File: config.mk
export PLATFORM = sky130hd
export DESIGN_NAME = bli_exec
export DESIGN_NICKNAME = d
export VERILOG_FILES = /design/src/bli_pkg.sv /design/src/bli_exec.sv /design/src/bli_alu.sv
export SDC_FILE = /design/constraint.sdc
export NUM_CORES = 1
export LEC_CHECK = 0
export BUFFER_PORTS_ARGS = -buffer_cell sky130_fd_sc_hd__buf_2
export CORE_UTILIZATION = 46
export DETAILED_ROUTE_END_ITERATION = 7
export GPL_ROUTABILITY_DRIVEN = 0
export MAX_ROUTING_LAYER = met4
export PLACE_DENSITY = 0.79
export SYNTH_ARGS = -nofsm -noshare
export SYNTH_HDL_FRONTEND = slang
export SYNTH_HIERARCHICAL = 1
export SYNTH_SLANG_ARGS = --single-unit
File: constraint.sdc
create_clock -name clk_sys_in -period 3.5 [get_ports clk_sys_in]
set_input_delay 0.7 -clock clk_sys_in [delete_from_list [all_inputs] [get_ports clk_sys_in]]
set_output_delay 0.7 -clock clk_sys_in [all_outputs]
set_load 0.1 [all_outputs]
File: src/bli_pkg.sv
package bli_pkg;

  // ----------------------------------------------------------------
  // Operand widths
  // ----------------------------------------------------------------
  localparam int DATA_W = 8;
  localparam int ADDR_W = 7;
  localparam int BIT_W  = 3;

  // ----------------------------------------------------------------
  // Reset values
  // ----------------------------------------------------------------
  // All ones, so the AND paths meet a live W straight after reset
  localparam logic [7:0] W_RST    = 8'hff;
  localparam logic       ZERO_RST = 1'b0;

  // ----------------------------------------------------------------
  // Operation and destination codes
  // ----------------------------------------------------------------
  typedef enum logic [3:0] {
    BLI_OP_NONE = 4'h0,
    BLI_OP_SETB = 4'h1,
    BLI_OP_ANDL = 4'h2,
    BLI_OP_TSTS = 4'h3,
    BLI_OP_ANDF = 4'h4
  } bli_op_e;

  localparam logic DEST_W    = 1'b0;
  localparam logic DEST_FILE = 1'b1;

  typedef enum logic [1:0] {
    BLI_ST_RUN  = 2'b01,
    BLI_ST_SKIP = 2'b10
  } bli_state_e;

  // ----------------------------------------------------------------
  // Carriers
  // ----------------------------------------------------------------
  typedef struct packed {
    logic              valid;
    bli_op_e           op;
    logic [ADDR_W-1:0] addr;
    logic [BIT_W-1:0]  bit_sel;
    logic              dest;
    logic [DATA_W-1:0] literal;
  } bli_instr_s;

  typedef struct packed {
    logic              valid;
    logic [ADDR_W-1:0] addr;
    logic [DATA_W-1:0] data;
  } bli_wr_s;

endpackage : bli_pkg

File: src/bli_exec.sv
`timescale 1ns/1ps
// Notes on behaviour
// - Bit set forces chosen bit of addressed file register to one, flags untouched.
// - Literal AND puts W AND literal into W, changes only zero flag.
// - Bit test skip: bit one discards next instruction as a no-op; two cycles.
// - Register AND writes W AND file to W when dest 0, file when 1.
module bli_exec
  import bli_pkg::*;
(
  input  wire logic                   clk_sys_in,
  input  wire logic                   nrst_in,
  input  wire bli_instr_s             instr_in,
  input  wire logic      [DATA_W-1:0] file_rd_data_in,
  output logic           [ADDR_W-1:0] file_rd_addr_out,
  output bli_wr_s                     file_wr_out,
  output logic           [DATA_W-1:0] w_out,
  output logic                        zero_out,
  output logic                        zero_upd_out,
  output logic                        skipped_out
);

  // ----------------------------------------------------------------
  // State
  // ----------------------------------------------------------------
  bli_state_e        state_reg,   state_next;
  logic [DATA_W-1:0] w_reg,       w_next;
  logic              zero_reg,    zero_next;
  logic              zupd_reg,    zupd_next;
  logic              skip_reg,    skip_next;
  bli_wr_s           wr_reg,      wr_next;
  logic [DATA_W-1:0] and_res;
  logic              and_zero;
  logic [DATA_W-1:0] set_res;
  logic              tst_bit;
  logic [DATA_W-1:0] alu_b;

  // File read is combinational: the register file answers in the same cycle
  assign file_rd_addr_out = instr_in.addr;

  // Literal AND takes its operand from the instruction, all others from the file
  always_comb begin
    alu_b = (instr_in.op == BLI_OP_ANDL) ? instr_in.literal : file_rd_data_in;
  end

  bli_alu u_alu (
    .a_in       (w_reg),
    .b_in       (alu_b),
    .bit_sel_in (instr_in.bit_sel),
    .and_out    (and_res),
    .zero_out   (and_zero),
    .set_out    (set_res),
    .bit_out    (tst_bit)
  );

  // ----------------------------------------------------------------
  // Execute
  // ----------------------------------------------------------------
  always_comb begin
    state_next = state_reg;
    w_next     = w_reg;
    zero_next  = zero_reg;
    zupd_next  = 1'b0;
    skip_next  = 1'b0;
    wr_next    = '0;
    case (state_reg)
      BLI_ST_SKIP: begin
        // Fetched instruction is dropped; this cycle is the no-op
        skip_next  = 1'b1;
        state_next = BLI_ST_RUN;
      end
      default: begin
        state_next = BLI_ST_RUN;
        if (instr_in.valid) begin
          case (instr_in.op)
            BLI_OP_SETB: begin
              wr_next = '{valid: 1'b1, addr: instr_in.addr, data: set_res};
            end
            BLI_OP_ANDL: begin
              w_next    = and_res;
              zero_next = and_zero;
              zupd_next = 1'b1;
            end
            BLI_OP_TSTS: begin
              if (tst_bit) begin
                state_next = BLI_ST_SKIP;
              end
            end
            BLI_OP_ANDF: begin
              if (instr_in.dest == DEST_FILE) begin
                wr_next = '{valid: 1'b1, addr: instr_in.addr, data: and_res};
              end else begin
                w_next = and_res;
              end
              zero_next = and_zero;
              zupd_next = 1'b1;
            end
            default: begin
            end
          endcase
        end
      end
    endcase
  end

  // Reset parks the core in RUN so the first fetch is never dropped
  always_ff @(posedge clk_sys_in or negedge nrst_in) begin
    if (!nrst_in) begin
      state_reg <= BLI_ST_RUN;
      w_reg     <= W_RST;
      zero_reg  <= ZERO_RST;
      zupd_reg  <= 1'b0;
      skip_reg  <= 1'b0;
      wr_reg    <= '0;
    end else begin
      state_reg <= state_next;
      w_reg     <= w_next;
      zero_reg  <= zero_next;
      zupd_reg  <= zupd_next;
      skip_reg  <= skip_next;
      wr_reg    <= wr_next;
    end
  end

  // Write pulse is registered; the file lands it one cycle after issue
  assign file_wr_out  = wr_reg;
  assign w_out        = w_reg;
  assign zero_out     = zero_reg;
  assign zero_upd_out = zupd_reg;
  assign skipped_out  = skip_reg;

  // ----------------------------------------------------------------
  // Decode for checks
  // ----------------------------------------------------------------
  // Skip slot never counts as taken, so no check fires on a dropped op
  function automatic logic op_taken(input bli_state_e st, input bli_instr_s ins, input bli_op_e op);
    return (st == BLI_ST_RUN) && ins.valid && (ins.op == op);
  endfunction : op_taken

  // ----------------------------------------------------------------
  // Checks
  // ----------------------------------------------------------------
  // Taken ops are sampled in RUN only; the skip slot is checked on its own
  set_bit_write_a : assert property (@(posedge clk_sys_in) disable iff (!nrst_in)
    (state_reg == BLI_ST_RUN && instr_in.valid && instr_in.op == BLI_OP_SETB)
    |=> (wr_reg.valid && wr_reg.data[$past(instr_in.bit_sel)] && $stable(zero_reg)))
    else $error("bit set did not write a one");

  and_lit_w_a : assert property (@(posedge clk_sys_in) disable iff (!nrst_in)
    (state_reg == BLI_ST_RUN && instr_in.valid && instr_in.op == BLI_OP_ANDL)
    |=> (w_reg == ($past(w_reg) & $past(instr_in.literal)) && !wr_reg.valid))
    else $error("literal and gave wrong w");

  skip_two_cyc_a : assert property (@(posedge clk_sys_in) disable iff (!nrst_in)
    (state_reg == BLI_ST_RUN && instr_in.valid && instr_in.op == BLI_OP_TSTS && tst_bit)
    |=> (state_reg == BLI_ST_SKIP) ##1 (skipped_out && !wr_reg.valid && $stable(w_reg) && $stable(zero_reg)))
    else $error("set bit did not skip next instruction");

  no_skip_clear_a : assert property (@(posedge clk_sys_in) disable iff (!nrst_in)
    (state_reg == BLI_ST_RUN && instr_in.valid && instr_in.op == BLI_OP_TSTS && !tst_bit)
    |=> (state_reg == BLI_ST_RUN && $stable(zero_reg)))
    else $error("clear bit caused a skip");

  and_reg_dest_a : assert property (@(posedge clk_sys_in) disable iff (!nrst_in)
    (state_reg == BLI_ST_RUN && instr_in.valid && instr_in.op == BLI_OP_ANDF && instr_in.dest == DEST_FILE)
    |=> (wr_reg.valid && wr_reg.data == ($past(w_reg) & $past(file_rd_data_in)) && $stable(w_reg)))
    else $error("register and missed file write");

  zero_flag_a : assert property (@(posedge clk_sys_in) disable iff (!nrst_in)
    zupd_reg |-> (zero_reg == ((wr_reg.valid ? wr_reg.data : w_reg) == 8'h00)))
    else $error("zero flag does not match result");

  set_bit_keep_a : assert property (@(posedge clk_sys_in) disable iff (!nrst_in)
    op_taken(state_reg, instr_in, BLI_OP_SETB)
    |=> (wr_reg.addr == $past(instr_in.addr)
         && wr_reg.data == ($past(file_rd_data_in) | (8'h01 << $past(instr_in.bit_sel)))
         && $stable(w_reg) && !zupd_reg))
    else $error("bit set disturbed other bits");

  and_lit_flag_a : assert property (@(posedge clk_sys_in) disable iff (!nrst_in)
    op_taken(state_reg, instr_in, BLI_OP_ANDL)
    |=> (zupd_reg && zero_reg == (($past(w_reg) & $past(instr_in.literal)) == 8'h00)))
    else $error("literal and left zero flag wrong");

  and_reg_w_a : assert property (@(posedge clk_sys_in) disable iff (!nrst_in)
    (op_taken(state_reg, instr_in, BLI_OP_ANDF) && instr_in.dest == DEST_W)
    |=> (w_reg == ($past(w_reg) & $past(file_rd_data_in)) && !wr_reg.valid && zupd_reg))
    else $error("register and missed w update");

  and_reg_flag_a : assert property (@(posedge clk_sys_in) disable iff (!nrst_in)
    op_taken(state_reg, instr_in, BLI_OP_ANDF)
    |=> (zero_reg == (($past(w_reg) & $past(file_rd_data_in)) == 8'h00)))
    else $error("register and left zero flag wrong");

  test_quiet_a : assert property (@(posedge clk_sys_in) disable iff (!nrst_in)
    op_taken(state_reg, instr_in, BLI_OP_TSTS)
    |=> (!wr_reg.valid && !zupd_reg && $stable(w_reg)))
    else $error("bit test changed state");

  // ----------------------------------------------------------------
  // Skip slot and holding checks
  // ----------------------------------------------------------------
  // Dropped op must leave no trace, or a skipped write would still land
  skip_drop_a : assert property (@(posedge clk_sys_in) disable iff (!nrst_in)
    (state_reg == BLI_ST_SKIP)
    |=> (state_reg == BLI_ST_RUN && skip_reg && !wr_reg.valid && !zupd_reg))
    else $error("skip slot did not drop its op");

  skip_source_a : assert property (@(posedge clk_sys_in) disable iff (!nrst_in)
    skip_reg |-> ($past(state_reg) == BLI_ST_SKIP))
    else $error("skip pulse without a skip slot");

  // Only an AND may move W or the flag
  zero_hold_a : assert property (@(posedge clk_sys_in) disable iff (!nrst_in)
    !zupd_reg |-> $stable(zero_reg))
    else $error("zero flag moved without an and");

  w_hold_a : assert property (@(posedge clk_sys_in) disable iff (!nrst_in)
    !zupd_reg |-> $stable(w_reg))
    else $error("w moved without an and");

endmodule : bli_exec

File: src/bli_alu.sv
`timescale 1ns/1ps
module bli_alu
  import bli_pkg::*;
(
  input  wire logic [DATA_W-1:0] a_in,
  input  wire logic [DATA_W-1:0] b_in,
  input  wire logic [BIT_W-1:0]  bit_sel_in,
  output logic      [DATA_W-1:0] and_out,
  output logic                   zero_out,
  output logic      [DATA_W-1:0] set_out,
  output logic                   bit_out
);

  always_comb begin
    and_out  = a_in & b_in;
    zero_out = (and_out == '0);
    set_out  = b_in | (8'h01 << bit_sel_in);
    bit_out  = b_in[bit_sel_in];
  end

endmodule : bli_alu

==> impl_metrics.toml <==
[floorplanning]
coreArea_um2 = 3080
rows = 20
die_w_um = 59.1
io_pins = 68
dieArea_um2 = 3490
start_util_pct = 48.7
die_h_um = 59.1

[clock_network]
path_clk_slew_ps = 90
clk_latency_ps = 320
cts_tree = "built"
cts_root_buf = "clkbuf_4"
clockBufferDepth = 2
cts_buffers = 5
h-tree-depth = 2
cts_setup_buffers = 0
cts_sinks = 29
ctsHoldBuffers = 0
cts_resized = 0

[placed_design]
placed_cell_area_um2 = 1830
dp_cells = 230
portBuffers = 67
place_hpwl_mm = 2.58

[yosys]
avgSynthCellArea_um2 = 11.7
ys_ff_latch = 29
netlist_area_um2 = 1500
syn-num-nets = 162
seq_area_frac_synth_pct = 49.2
yosysWarnings = 6
synth_cells = 128
synth_cell_types = 30

[power]
irDropWorstVdd_mv = 0.199
power.internal_uw = 497
p_sw_uw = 210
power.total_uw = 707
leakagePower_uw = 0.000990
seqPwrFrac_pct = 48.2
swShare_pct = 29.7
p_per_area_nw_per_um2 = 372
p_clk_share_pct = 31.7
pwr-share-comb_pct = 20.1

[sta]
post-route-period-util_pct = 69.9
maxSlewViolCount = 0
finalCriticalPeriod_ps = 2450
skew_ps = 9.82
finalSetupViolCount = 0
hold_violations = 0
rsz0062_at_grt = "false"
relSlewSlack_pct = 50.2
tns_ps = 0
fmax_ghz = 0.409
worstMarginPinSlew_ps = 745

[worst_setup_path]
crit_path_end_kind = "flop"
crit_path_start = "instr_in[22]"
worstSetupPathType = "input port to flop"
timing.rr.start = "state_reg[0]$_DFF_PN1_"
worstSetupStartpointType = "input port"
arrival_ps = 2720
required_ps = 3770
crit_path_max_fanout = 8

[cells_and_area]
design_area_um2 = 1900
utilization_pct = 61.8
area_delta_synth_final_pct = 26.9
n_antenna_cell = 0
layout_common_cells = "67 x buf_2, 20 x dfrtp_1, 16 x mux2_2, 13 x and2_1, 13 x nor2_1"
largest_reg_flops = 16
final_cells = 238
nets = 227
drive_gt1_share_pct = 60.3
final_common_cell = "buf_2"

[routing]
wl_per_cell_um = 13.4
vias_per_cell = 4.96
dr.pass1.iters = 4
routed_wl_mm = 3.20
dr.first_iter.drc_count = 40
vias = 1180
final_antenna_net_count = 0
drc = 0

[global_routing]
overflow = 0
grtUsageTotal_pct = 20.4
grt_pass1_vias = 1191
grt_max_degree = 30
grt_antenna_before_repair = 0
grt_pass1_wl_mm = 5.04

[min_path]
hold_class = "input port to async pin"

[job]
cap_violations = 0

[outcome]
outcome = "completed"
## logic make-up (layout without fill, tap and decap cells)
logic type	count (synthesis)	count (layout)	share of synthesized area (%)
buffers and inverters	15	81	5.84
DFF	29	29	49.2
and+or+nand+nor	48	48	19.8
xor gates and xnor gates	1	1	0.584
muxes	20	20	16.8
AOI/OAI and AO/OA	15	15	7.85
## power by group through the flow
stage	Sequential (uW)	Combinational, uW	Clock [uW]
final	340	142	224
after global routing	341	150	248
after CTS	341	142	233
after detailed placement	347	142	0
after global placement	347	139	0
after floorplan	374	79.3	0
## worst max-delay path, stage by stage
cell and delay, ps:
buf_2 130, nor2_1 100, nand2_1 70, nor2_1 90, buf_4 170, mux2_2 370, and2_4 150, or4_4 530
nor4_2 200, mux2_2 180
## cell usage after synthesis
cell | number | area share (%)
dfstp_2 | 9 | 16
or2_2 | 2 | 0.83
nand3_1 | 1 | 0.33
and2_4 | 2 | 1.2
and2_1 | 13 | 5.4
or4_4 | 1 | 0.75
o31ai_1 | 2 | 1.0
buf_4 | 7 | 3.5
mux4_1 | 1 | 1.8
o21bai_1 | 1 | 0.50
or3_4 | 1 | 0.75
nor4_2 | 2 | 1.7
nand2_1 | 6 | 1.5
a31o_2 | 4 | 2.3
dfrtp_1 | 20 | 33
mux2_2 | 16 | 12
nor3_4 | 1 | 1.1
a22oi_1 | 8 | 4.0
buf_2 | 4 | 1.3
xnor2_1 | 1 | 0.58
nor2_1 | 13 | 3.3
inv_1 | 4 | 1.0
nor2b_1 | 1 | 0.42
mux2_1 | 2 | 1.5
nor4b_2 | 1 | 1.0
and3_1 | 1 | 0.42
nor4_1 | 1 | 0.42
nand2b_1 | 1 | 0.42
nor3_1 | 1 | 0.33
mux4_2 | 1 | 1.5
## per-stage QoR
stage	hold slack, ps	setup WS [ps]
6_report	378	1050
5_1_grt	401	1010
4_1_cts	386	1070
3_5_place_dp	483	732
3_3_place_gp	474	770
2_1_floorplan	404	717
## cell type report
| type | count | area, um^2 |
|---|---|---|
| sequential | 29 | 737 |
| timing repair buffer | 69 | 350 |
| inverter | 4 | 15.0 |
| multi-input combinational | 84 | 674 |
| fill | 268 | 1180 |
| clock inverter | 1 | 5.00 |
| tap | 44 | 55.1 |
| clock buffer | 7 | 65.1 |
## routing by layer
metal,GRT usage [%],share of wire (%),vias up,wire length [um]
met5,-,0,-,0
met4,10.5,0.72,0,23
met3,5.24,5.6,4,179
met2,32.5,53,47,1690
met1,23.8,41,554,1310
li1,-,-,575,-
## final timing paths
check	end	slack [ps]	cells after the start
worst max-delay path	zero_out$_DFFE_PN0P_	1050	10
worst min-delay path	file_wr_out[9]$_DFF_PN0_	380	1
worst max register to register	w_out[2]$_DFFE_PN1P_	1620	4
worst min register to register	skipped_out$_DFF_PN0_	500	1
max in group asynchronous	file_wr_out[6]$_DFF_PN0_	2720	1
min in group clk_sys_in	skipped_out$_DFF_PN0_	500	1
Power figures use the tool's default switching activity.
